$ cat src/expanded_ram_pointer_regs.svh
// What this block does
// RQ1 - two independent 16-bit data pointers; only one active at a time
// RQ2 - bank select 0 picks pointer zero, 1 picks pointer one
// RQ3 - all six pointer instructions act on the currently selected pointer
// RQ4 - pointer increment adds one across all 16 bits with carry
// RQ5 - immediate load writes 16-bit constant into active pointer only
// RQ6 - code read address is accumulator plus active pointer
// RQ7 - external read and write use active pointer as 16-bit address
// RQ8 - indirect jump target is accumulator plus active pointer
// RQ9 - low byte register maps active pointer bits 7..0, resets zero
// RQ10 - high byte register maps active pointer bits 15..8, resets zero
// RQ11 - 8-bit indexed move address is page register high, index low
// RQ12 - software writes zero into page register bits 7..2
// RQ13 - page register bits 7..2 always hold zero
// RQ14 - two-bit page field selects one of three 256-byte pages
// RQ15 - expanded ram spans 768 bytes, 0000h to 02ffh
// RQ16 - byte register accesses steer to selected pointer; other keeps value
// RQ17 - bank select change applies to next pointer instruction
`ifndef EXPANDED_RAM_POINTER_REGS_SVH
`define EXPANDED_RAM_POINTER_REGS_SVH
`define PTR_LOW_ADDR     8'h82
`define PTR_HIGH_ADDR    8'h83
`define PAGE_SEL_ADDR    8'h8f
`define AUX_CTRL1_ADDR   8'ha2
`define PTR_RESET        16'h0000
`define PAGE_RESET       2'h0
`define BANK_BIT         0
`define PAGE_LSB         0
`define PAGE_W           2
`define EXPANDED_RAM_LAST        16'h02ff
`endif

$ cat src/expanded_ram_pointer_pkg.sv
package expanded_ram_pointer_pkg;
    typedef enum logic [6:0] {
        OP_NONE   = 7'h01,
        OP_INC    = 7'h02,
        OP_LOAD   = 7'h04,
        OP_CODE   = 7'h08,
        OP_XREAD  = 7'h10,
        OP_XWRITE = 7'h20,
        OP_JUMP   = 7'h40
    } ptr_op_e;
    typedef struct packed {
        logic       wr;
        logic       rd;
        logic [7:0] addr;
        logic [7:0] wdata;
    } sfr_req_s;
    typedef struct packed {
        logic        valid;
        logic        write;
        logic [15:0] addr;
        logic [7:0]  wdata;
    } expanded_ram_req_s;
endpackage : expanded_ram_pointer_pkg

$ cat src/expanded_ram_address_pointer_unit.sv
`timescale 1ns/1ps
`include "expanded_ram_pointer_regs.svh"
module expanded_ram_address_pointer_unit
    import expanded_ram_pointer_pkg::*;
(
    input  wire logic        mclk,
    input  wire logic        rst_n,
    input  wire sfr_req_s    sfr,
    input  wire ptr_op_e     op,
    input  wire logic        idx_move,
    input  wire logic        idx_write,
    input  wire logic [7:0]  index_register,
    input  wire logic [15:0] imm16,
    input  wire logic [7:0]  acc,
    output logic [7:0]       sfr_rdata_q,
    output expanded_ram_req_s        expanded_ram_q,
    output logic             code_rd_q,
    output logic [15:0]      code_addr_q,
    output logic             jump_q,
    output logic [15:0]      jump_addr_q,
    output logic [15:0]      active_data_pointer_q,
    output logic             pointer_bank_select_q
);
    function automatic logic [15:0] acc_plus(input logic [15:0] p,
                                             input logic [7:0]  a);
        acc_plus = p + {8'h00, a};
    endfunction : acc_plus

    logic [15:0] pointer_zero_q;
    logic [15:0] pointer_one_q;
    logic [1:0]  page_q;
    logic        bank_q;

    wire logic        wr_low   = sfr.wr && sfr.addr == `PTR_LOW_ADDR;
    wire logic        wr_high  = sfr.wr && sfr.addr == `PTR_HIGH_ADDR;
    wire logic        wr_page  = sfr.wr && sfr.addr == `PAGE_SEL_ADDR;
    wire logic        wr_aux   = sfr.wr && sfr.addr == `AUX_CTRL1_ADDR;
    wire logic [15:0] active   = bank_q ? pointer_one_q
                                        : pointer_zero_q; // RQ2 RQ3 RQ17
    wire logic [15:0] ptr_inc  = active + 16'h0001; // RQ4
    wire logic        is_xmove = op == OP_XREAD || op == OP_XWRITE;
    wire logic [15:0] idx_addr = {6'h00, page_q, index_register}; // RQ11 RQ13

    // next value of the active pointer; increment and load take priority over sfr
    logic [15:0] act_d;
    always_comb begin
        act_d = active;
        if (wr_low)
            act_d[7:0] = sfr.wdata; // RQ9 RQ16
        if (wr_high)
            act_d[15:8] = sfr.wdata; // RQ10 RQ16
        if (op == OP_INC)
            act_d = ptr_inc; // RQ4
        else if (op == OP_LOAD)
            act_d = imm16; // RQ5
    end

    always_ff @(posedge mclk or negedge rst_n) begin
        if (!rst_n) begin
            pointer_zero_q <= `PTR_RESET;
            pointer_one_q  <= `PTR_RESET;
        end else if (bank_q) begin
            pointer_one_q  <= act_d; // RQ1 RQ16
        end else begin
            pointer_zero_q <= act_d; // RQ1 RQ16
        end
    end

    always_ff @(posedge mclk or negedge rst_n) begin
        if (!rst_n) begin
            page_q <= `PAGE_RESET;
            bank_q <= 1'b0;
        end else begin
            // reserved page bits are not stored, so they read zero
            if (wr_page)
                page_q <= sfr.wdata[`PAGE_LSB +: `PAGE_W]; // RQ13 RQ14
            if (wr_aux)
                bank_q <= sfr.wdata[`BANK_BIT]; // RQ2
        end
    end

    wire logic [7:0] rd_mux =
        sfr.addr == `PTR_LOW_ADDR   ? active[7:0]  :
        sfr.addr == `PTR_HIGH_ADDR  ? active[15:8] :
        sfr.addr == `PAGE_SEL_ADDR  ? {6'h00, page_q} :
        sfr.addr == `AUX_CTRL1_ADDR ? {7'h00, bank_q} : 8'h00;

    // page 3 is outside the 768-byte array; access is dropped, not wrapped
    wire logic [15:0] x_addr = idx_move ? idx_addr : active; // RQ7 RQ11
    wire logic        x_ok   = x_addr <= `EXPANDED_RAM_LAST; // RQ15

    always_ff @(posedge mclk or negedge rst_n) begin
        if (!rst_n) begin
            sfr_rdata_q           <= 8'h00;
            expanded_ram_q                <= '0;
            code_rd_q             <= 1'b0;
            code_addr_q           <= 16'h0000;
            jump_q                <= 1'b0;
            jump_addr_q           <= 16'h0000;
            active_data_pointer_q <= `PTR_RESET;
            pointer_bank_select_q <= 1'b0;
        end else begin
            if (sfr.rd)
                sfr_rdata_q <= rd_mux;
            expanded_ram_q.valid <= (is_xmove || idx_move) && x_ok; // RQ7 RQ15
            expanded_ram_q.write <= idx_move ? idx_write : op == OP_XWRITE;
            expanded_ram_q.addr  <= x_addr;
            expanded_ram_q.wdata <= acc;
            code_rd_q    <= op == OP_CODE; // RQ6
            code_addr_q  <= acc_plus(active, acc); // RQ6
            jump_q       <= op == OP_JUMP; // RQ8
            jump_addr_q  <= acc_plus(active, acc); // RQ8
            active_data_pointer_q <= bank_q ? pointer_one_q : pointer_zero_q;
            pointer_bank_select_q <= bank_q;
        end
    end
endmodule : expanded_ram_address_pointer_unit

$ cat config.mk
export PLATFORM = sky130hd
export DESIGN_NAME = expanded_ram_address_pointer_unit
export DESIGN_NICKNAME = d
export VERILOG_FILES = /design/src/expanded_ram_pointer_pkg.sv /design/src/expanded_ram_address_pointer_unit.sv
export VERILOG_INCLUDE_DIRS = /design/src
export SDC_FILE = /design/constraint.sdc
export NUM_CORES = 1
export LEC_CHECK = 0
export ABC_CLOCK_PERIOD_IN_PS = 4950
export BUFFER_PORTS_ARGS = -buffer_cell sky130_fd_sc_hd__buf_2
export CORE_UTILIZATION = 49
export DETAILED_ROUTE_END_ITERATION = 10
export HOLD_SLACK_MARGIN = 0.08
export PLACE_DENSITY = 0.85
export SLEW_MARGIN = 20
export SYNTH_ARGS = -nofsm -noshare
export SYNTH_HDL_FRONTEND = slang
export SYNTH_SLANG_ARGS = --single-unit
$ cat constraint.sdc
create_clock -name mclk -period 4.95 [get_ports mclk]
set_input_delay 0.7425 -clock mclk [delete_from_list [all_inputs] [get_ports mclk]]
set_output_delay 0.7425 -clock mclk [all_outputs]
set_load 0.1 [all_outputs]
==> run_results.csv, run 1 <==
group,metric,value,unit
die,initial_core_util,50.5,%
flow_run,maxCapViolCount,0,
timing,finalCritPeriodShare,75.1,%
logic_synthesis,synth_top_family_by_area,"compound AO/OA/AOI/OAI gates",
logic_synthesis,synth_area_leaders,"dfrtp_1, mux2_2, a21oi_1",
clock_network,clk_latency,0.35,ns
global_routing,grt_pass1_vias,4767,
logic_synthesis,yosys.area_share.xor_xnor,2.38,%
die,io_pins,146,
placed_design,post-place-ws,1.31,ns
timing,timing.final.ws_setup,1.23,ns
timing,max_slew_margin,34.7,%
logic_synthesis,async_flop_share,100,%
logic_synthesis,syn-cell-area,0.00553,mm^2
die,dieArea,0.0117,mm^2
logic_synthesis,ys_warn_count,0,
logic_synthesis,avgSynthCellArea,10.2,um^2
routing,drt_iter0_drc,512,
clock_network,clockBufferDepth,2,
routing,drt-total-wl,15600,um
placed_design,place_congestion,0.929,
cells_and_area,fillCellCount,903,
global_routing,grt.overflow.total,0,
cells_and_area,nNetsFinal,729,
logic_synthesis,yosysTopAreaCell,"dfrtp_1",
timing,skew,0.00801,ns
logic_synthesis,ys_types,69,
timing,fin_tns_setup,0,ns
global_routing,grt_max_degree,67,
logic_synthesis,synthMuxAreaShare,7.43,%
worst_hold_path,hold_class,"in2async",
clock_network,clkTransAtPathRegs,0.07,ns
logic_synthesis,synth-compound-area-share,18.2,%
clock_network,cts_repair_resize_count,0,
logic_synthesis,synth_ff_type,"dfrtp_1",
worst_setup_path,cpPeakStageDelay,0.83,ns
logic_synthesis,syn_nets,614,
logic_synthesis,synth_most_common_cell,"dfrtp_1",
routing,ant_nets,0,
logic_synthesis,synth-simple-area-share,16.4,%
logic_synthesis,synthTopCellsByCount,"dfrtp_1, nor2_1, nand2_1",
die,die_width,108,um
clock_network,clkSinkCount,104,
clock_network,ctsHtreeMaxLevel,3,
worst_setup_path,crit_slowest_cell,"dfrtp_2",
worst_setup_path,endpoint_kind,"register",
worst_setup_path,crit_buf_inv,1,
timing,rsz0062_at_grt,"false",
worst_setup_path,cp.arrival,3.94,ns
worst_setup_path,critical_path_class,"reg2reg",
placed_design,io_buffer_count,145,
timing,period_needed,3.72,ns
timing,max_freq,269,MHz
logic_synthesis,synth.ff_latch_count,104,
clock_network,postCtsSetupRepairBufs,0,
clock_network,cts-root-buf,"clkbuf_16",
routing,route.detailed.drc,0,
routing,vias_per_cell,6.10,
status,outcome,"complete, no violations",
die,rows,38,
timing,setup_viol,0,
timing,hold_violations,0,
placed_design,dpl.hpwl,11300,um
timing,worst-slew-pin-transition,0.979,ns
logic_synthesis,synthAdderAreaFrac,2.40,%
global_routing,grt_usage,28.1,%
routing,dr.pass1.iters,5,
clock_network,cts_tree,"yes",
logic_synthesis,synthCells,543,
logic_synthesis,synth_edf_count,0,
logic_synthesis,seq_area_frac_synth,47.1,%
cells_and_area,utilization,59.3,%
clock_network,postCtsHoldBufs,0,
global_routing,grt_first_pass_wirelength,24600,um
logic_synthesis,synth_top_area_share,47.1,%
worst_setup_path,required,5.17,ns
global_routing,antenna_found_initial,1,
die,core-area,0.0109,mm^2
worst_setup_path,crit_family,"compound AO/OA/AOI/OAI gates",
routing,wl_per_cell,19.4,um
timing,final_max_slew_viol_count,0,
worst_setup_path,crit_fanout,43,
routing,vias,4905,
worst_setup_path,crit_chain,"mux2i_1 -> inv_1 -> ha_1 -> fa_1 -> a21oi_1 -> o211ai_1 -> o41ai_1 -> nor4_1 -> xor2_1",
cells_and_area,drive_above_1_share,30.7,%
timing,hold_slack,0.492,ns
die,die_h,108,um
clock_network,numCtsBuffers,9,
worst_setup_path,cp-start-kind,"register",
cells_and_area,area_delta_synth_final,17.3,%
==> metal layers <==
| layer | vias to the layer above | global-route usage [%] | share of wire, % |
|---|---|---|---|
| li1 | 2232 | - | - |
| met1 | 2378 | 36.9 | 42 |
| met2 | 247 | 43.7 | 47 |
| met3 | 48 | 4.40 | 7.6 |
| met4 | 0 | 17.2 | 4.0 |
| met5 | - | 0 | 0 |
==> metrics by stage <==
stage / instance area [um^2] / std cells
after floorplan: 5530 / 543
after global placement: 6200 / 787
after detailed placement: 6200 / 787
after CTS: 6480 / 802
after global routing: 6480 / 803
final: 6480 / 804
==> registers in the layout (all words and copies together), names as in the netlist <==
register,count
active_data_pointer_q,16
bank_q,1
code_rd_q,1
expanded_ram_q,26
jump_addr_q,16
jump_q,1
page_q,2
pointer_bank_select_q,1
pointer_one_q,16
pointer_zero_q,16
sfr_rdata_q,8
==> cell families (layout without fill, tap and decap cells) <==
| group | after synthesis | in the layout |
|---|---|---|
| multiplexers | 38 | 38 |
| AND/OR/NAND/NOR | 170 | 170 |
| other | 0 | 2 |
| buffers and inverters | 64 | 183 |
| adder cells (fa/ha/maj) | 10 | 10 |
| flip-flops | 104 | 104 |
| XOR/XNOR | 15 | 15 |
| AO/OA/AOI/OAI | 142 | 142 |
==> cells in the final DEF, fill, tap and decap left out, drive strengths merged, types with 4 or more instances in the layout <==
master	instances
a21oi	29
a31oi	8
nor3	10
and3	7
and2	10
nand2	35
o21ai	19
clkbuf	11
a211oi	10
nand4	8
a2111oi	6
nor2b	8
mux2	24
xor2	6
o221a	4
a21o	6
or4	4
o21bai	4
or2	4
nor2	37
o211a	4
nand2b	5
xnor2	9
o31ai	6
mux2i	14
nand3	16
buf	150
inv	19
o22ai	11
dfrtp	104
o32ai	5
nor4	10
ha	9
==> path summary, 6_finish.rpt <==
kind                       cells after the start  slack (ns)         startpoint                        to
setup / recovery                               9        1.23             bank_q           jump_addr_q[14]
min in group mclk                              1        0.51  pointer_one_q[12]         pointer_one_q[12]
setup reg to reg                               9        1.23             bank_q           jump_addr_q[14]
hold reg to reg                                1        0.51  pointer_one_q[12]         pointer_one_q[12]
max in group asynchronous                      2        3.40              rst_n                    bank_q
hold / removal                                 1        0.49              rst_n  active_data_pointer_q[5]
==> area by class of cell <==
cell class	count	area, um^2	share of cell area, %
Sequential cell	104	2600	40.2
Clock inverter	4	28.8	0.444
Timing Repair Buffer	150	766	11.8
Antenna cell	2	5.00	0.0772
Tap cell	140	175	2.70
Clock buffer	11	253	3.90
Multi-Input combinational cell	375	2590	39.9
Inverter	18	67.6	1.04
Power of run 1 is not shown: default switching activity piles up to over one toggle a cycle in this logic, so the estimate is an artifact.
==> run 2, diff against run 1 <==
- ABC_CLOCK_PERIOD_IN_PS: 4950 -> 3400
- CORE_UTILIZATION: 49 -> 48
- PLACE_DENSITY: 0.85 -> 0.87
- clock period: 4.95 -> 3.4 ns (I/O delays scaled with it)
==> run_results.csv, run 2 (synthesized netlist as in run 1, its figures left out) <==
group,metric,value,unit
global_routing,antenna_found_initial,0,
worst_hold_path,hold_class,"in2async",
worst_setup_path,required,3.68,ns
global_routing,grt_pass1_vias,4899,
worst_setup_path,cp-start-kind,"register",
worst_setup_path,crit_slowest_cell,"mux2i_1",
clock_network,clk_latency,0.35,ns
timing,setup_viol,0,
clock_network,postCtsHoldBufs,0,
cells_and_area,antenna_cells,0,
cells_and_area,nNetsFinal,739,
routing,dr.pass1.iters,7,
cells_and_area,final_common_cell,"buf_2",
placed_design,post-place-cells,797,
routing,ant_nets,0,
placed_design,place_congestion,0.965,
die,die_width,109,um
placed_design,dpl.hpwl,11600,um
cells_and_area,layout_common_cells,"buf_2, dfrtp_1, nor2_1",
timing,fin_tns_setup,0,ns
global_routing,grt_usage,28.0,%
die,rows,38,
cells_and_area,final_cells,813,
clock_network,cts-root-buf,"clkbuf_16",
die,die_h,109,um
die,dieArea,0.0119,mm^2
cells_and_area,top_register,"expanded_ram_q",
routing,met1_length,6250,um
worst_setup_path,cp.arrival,3.21,ns
timing,final_max_slew_viol_count,0,
placed_design,io_buffer_count,145,
clock_network,clockBufferDepth,2,
die,initial_core_util,50.1,%
clock_network,ctsHtreeMaxLevel,3,
timing,max_freq,341,MHz
routing,route.detailed.drc,0,
routing,routed-wl-met2,7490,um
global_routing,grt.overflow.total,0,
flow_run,maxCapViolCount,0,
routing,vias,5059,
clock_network,cts_repair_resize_count,0,
timing,max_slew_margin,31.6,%
clock_network,postCtsSetupRepairBufs,0,
worst_setup_path,endpoint_kind,"register",
routing,top_layer,"met4",
cells_and_area,drive_above_1_share,31.6,%
timing,hold_violations,0,
routing,drt-total-wl,16000,um
timing,worst-slew-pin-transition,1.02,ns
worst_setup_path,crit_chain,"buf_4 -> mux2i_1 -> inv_1 -> ha_1 -> nor2_1 -> nor2_1 -> o41ai_1 -> buf_4 -> nor4_1 -> xor2_1",
worst_setup_path,critical_path_class,"reg2reg",
global_routing,grt_max_degree,105,
routing,met3_length,1540,um
clock_network,cts_tree,"yes",
clock_network,clkTransAtPathRegs,0.07,ns
die,io_pins,146,
routing,drt_iter0_drc,566,
timing,period_needed,2.93,ns
die,core-area,0.0110,mm^2
clock_network,numCtsBuffers,9,
cells_and_area,largest_register_ffs,26,
global_routing,grt_first_pass_wirelength,25000,um
routing,wl_per_cell,19.7,um
clock_network,clkSinkCount,104,
worst_setup_path,crit_fanout,26,
timing,skew,0.00728,ns
worst_setup_path,r2r_setup_slack,0.47,ns
worst_setup_path,cpPeakStageDelay,0.57,ns
routing,vias_per_cell,6.22,
placed_design,post-place-ws,0.556,ns
timing,timing.final.ws_setup,0.465,ns
status,outcome,"complete, no violations",
timing,rsz0062_at_grt,"false",
cells_and_area,area_delta_synth_final,19.5,%
timing,finalCritPeriodShare,86.3,%
run 2: cell types whose count changed in the layout (fill, tap and decap cells not counted), sizes merged:
cell / previous run / this run
buf: 150 / 160
bufinv: 0 / 2
clkbuf: 11 / 10
clkinvlp: 2 / 1
diode: 2 / 0
inv: 19 / 20
run 2: routing by layer:
| metal | vias up | global-route usage [%] |
|---|---|---|
| li1 | 2243 | - |
| met1 | 2414 | 35.8 |
| met2 | 331 | 43.9 |
| met3 | 71 | 6.46 |
| met4 | 0 | 15.5 |
| met5 | - | 0 |
run 2: critical path, delay by kind of cell, from the launching register on:
kind | cells | cell delay (ns)
compound gates | 1 | 0.09
xor+xnor | 1 | 0.17
fa+ha+maj | 1 | 0.40
buf+inv | 3 | 0.67
flops | 1 | 0.47
mux | 1 | 0.57
simple gates | 3 | 0.49
run 2: worst paths after layout:
path / from / to / cells past startpoint
min in group mclk: acc[2] / expanded_ram_q[2] / 1
min reg2reg: pointer_one_q[12] / pointer_one_q[12] / 1
max in group asynchronous: rst_n / pointer_zero_q[6] / 2
max reg2reg: bank_q / jump_addr_q[14] / 10
max: bank_q / jump_addr_q[14] / 10
min: rst_n / pointer_one_q[2] / 2
run 2: area by class of cell:
class                      instances  area, um^2
inverter                          18        67.6
tap                              140         175
sequential                       104        2600
timing repair buffer             160         853
clock inverter                     6        90.1
clock buffer                      10         229
fill                             898        4430
multi-input combinational        375        2590
run 2: metrics by stage:
stage               util, %  hold slack, ns  instance area [um^2]
floorplan                 -           0.214                  5530
global placement       57.0           0.468                  6290
detailed placement     57.0           0.490                  6290
CTS                    59.9           0.245                  6610
global route           59.9           0.266                  6610
finish                 59.9           0.177                  6610
Power of run 2 is left out for the same reason.
==> run 3, diff against run 2 <==
- CORE_UTILIZATION: 48 -> 49
- CTS_BUF_LIST: unset -> sky130_fd_sc_hd__clkbuf_4 sky130_fd_sc_hd__clkbuf_8
- PLACE_DENSITY: 0.87 -> 0.88
- SETUP_SLACK_MARGIN: unset -> 0.4
==> run_results.csv, run 3 (synthesized netlist as in run 1, its figures left out) <==
group,metric,value,unit
status,outcome,"complete, no violations",
timing,max_slew_margin,35.9,%
cells_and_area,drive_above_1_share,32.3,%
die,initial_core_util,50.5,%
cells_and_area,stdcell_area,0.00657,mm^2
cells_and_area,top_register,"expanded_ram_q",
worst_setup_path,required,3.73,ns
worst_setup_path,crit_chain,"buf_8 -> mux2i_1 -> inv_1 -> ha_1 -> nor2_1 -> nor2_1 -> o41ai_4 -> nor4_1 -> xor2_1",
worst_setup_path,r2r_setup_slack,0.50,ns
clock_network,cts-root-buf,"clkbuf_8",
cells_and_area,largest_register_ffs,26,
clock_network,clk_latency,0.40,ns
routing,vias_per_cell,6.24,
routing,route.detailed.drc,0,
timing,skew,0.0134,ns
die,rows,38,
cells_and_area,antenna_cells,0,
worst_hold_path,hold_class,"in2async",
timing,worst-slew-pin-transition,0.953,ns
worst_setup_path,regToRegStartpoint,"bank_q",
worst_setup_path,crit_top_cell,"nor2_1",
placed_design,place_congestion,0.961,
die,core-area,0.0109,mm^2
worst_setup_path,reg2reg_depth,9,
timing,final_max_slew_viol_count,0,
die,dieArea,0.0117,mm^2
cells_and_area,utilization,60.0,%
global_routing,grt_first_pass_wirelength,25600,um
die,die_h,108,um
timing,timing.final.ws_setup,0.500,ns
worst_setup_path,reg2reg_to,"jump_addr_q[14]",
worst_setup_path,crit_fanout,30,
global_routing,grt.overflow.total,0,
clock_network,numCtsBuffers,9,
cells_and_area,area_delta_synth_final,18.8,%
clock_network,clkTransAtPathRegs,0.10,ns
routing,dr.pass1.iters,5,
timing,setup_viol,0,
routing,ant_nets,0,
worst_setup_path,endpoint_kind,"register",
timing,rsz0062_at_grt,"false",
placed_design,io_buffer_count,145,
global_routing,antenna_found_initial,0,
worst_setup_path,cp.arrival,3.23,ns
timing,max_freq,345,MHz
timing,period_needed,2.90,ns
clock_network,postCtsHoldBufs,0,
cells_and_area,final_common_cell,"buf_2",
flow_run,maxCapViolCount,0,
global_routing,grt_usage,29.2,%
clock_network,clkSinkCount,104,
routing,drt-total-wl,16500,um
cells_and_area,nNetsFinal,740,
clock_network,cts_tree,"yes",
worst_setup_path,cpPeakStageDelay,0.55,ns
global_routing,grt_pass1_vias,4927,
clock_network,clockBufferDepth,2,
die,io_pins,146,
cells_and_area,layout_common_cells,"buf_2, dfrtp_1, nor2_1",
worst_setup_path,crit_slowest_cell,"mux2i_1",
timing,finalCritPeriodShare,85.3,%
worst_setup_path,cp-start-kind,"register",
routing,drt_iter0_drc,434,
global_routing,grt_max_degree,55,
placed_design,placed_area,0.00629,mm^2
worst_setup_path,critical_path_class,"reg2reg",
clock_network,ctsHtreeMaxLevel,3,
timing,hold_violations,0,
timing,fin_tns_setup,0,ns
placed_design,post-place-ws,0.473,ns
die,die_width,108,um
routing,wl_per_cell,20.3,um
placed_design,dpl.hpwl,12000,um
routing,vias,5079,
-- run 3: cell types whose count changed in the layout (fill, tap and decap cells not counted), sizes merged --
cell	delta
buf	+1
-- run 3: final cells by class --
class                      instances  area (um^2)
inverter                          18         67.6
multi-input combinational        375         2610
tap                              140          175
clock buffer                      10          138
clock inverter                     6         90.1
fill                             886         4370
sequential                       104         2600
timing repair buffer             161          881
-- run 3: metrics by stage --
step / cells / hold WS (ns)
2_1_floorplan: 543 / 0.214
3_3_place_gp: 796 / 0.471
3_5_place_dp: 796 / 0.489
4_1_cts: 812 / 0.169
5_1_grt: 814 / 0.199
6_report: 814 / 0.144
-- run 3: routing by layer --
metal | routed length [um] | GRT usage, % | vias up
li1 | - | - | 2247
met1 | 6600 | 37.0 | 2478
met2 | 7890 | 46.1 | 298
met3 | 1330 | 6.15 | 56
met4 | 670 | 17.1 | 0
met5 | 0 | 0 | -
-- run 3: how the worst max path moves through the flow --
stage	start	to	slack (ns)	depth (start not counted)
global route	bank_q	jump_addr_q[11]	0.38	9
detailed placement	bank_q	jump_addr_q[12]	0.47	8
global placement	bank_q	jump_addr_q[14]	0.59	8
floorplan	bank_q	jump_addr_q[14]	0.55	12
finish	bank_q	jump_addr_q[14]	0.50	9
CTS	bank_q	jump_addr_q[14]	0.43	9
-- run 3: critical path, delay by kind of cell (launching register included) --
| kind | cells | cell delay, ns |
|---|---|---|
| xor+xnor | 1 | 0.17 |
| mux | 1 | 0.55 |
| buf+inv | 2 | 0.43 |
| flops | 1 | 0.48 |
| fa+ha+maj | 1 | 0.40 |
| simple gates | 3 | 0.63 |
| compound gates | 1 | 0.17 |
-- run 3: what timing repair did --
action,in CTS,in global routing
gates resized for setup,1,7
setup buffers,0,2
endpoints found under the setup margin,3,5
pin swaps,0,2
Power of run 3 is left out for the same reason.
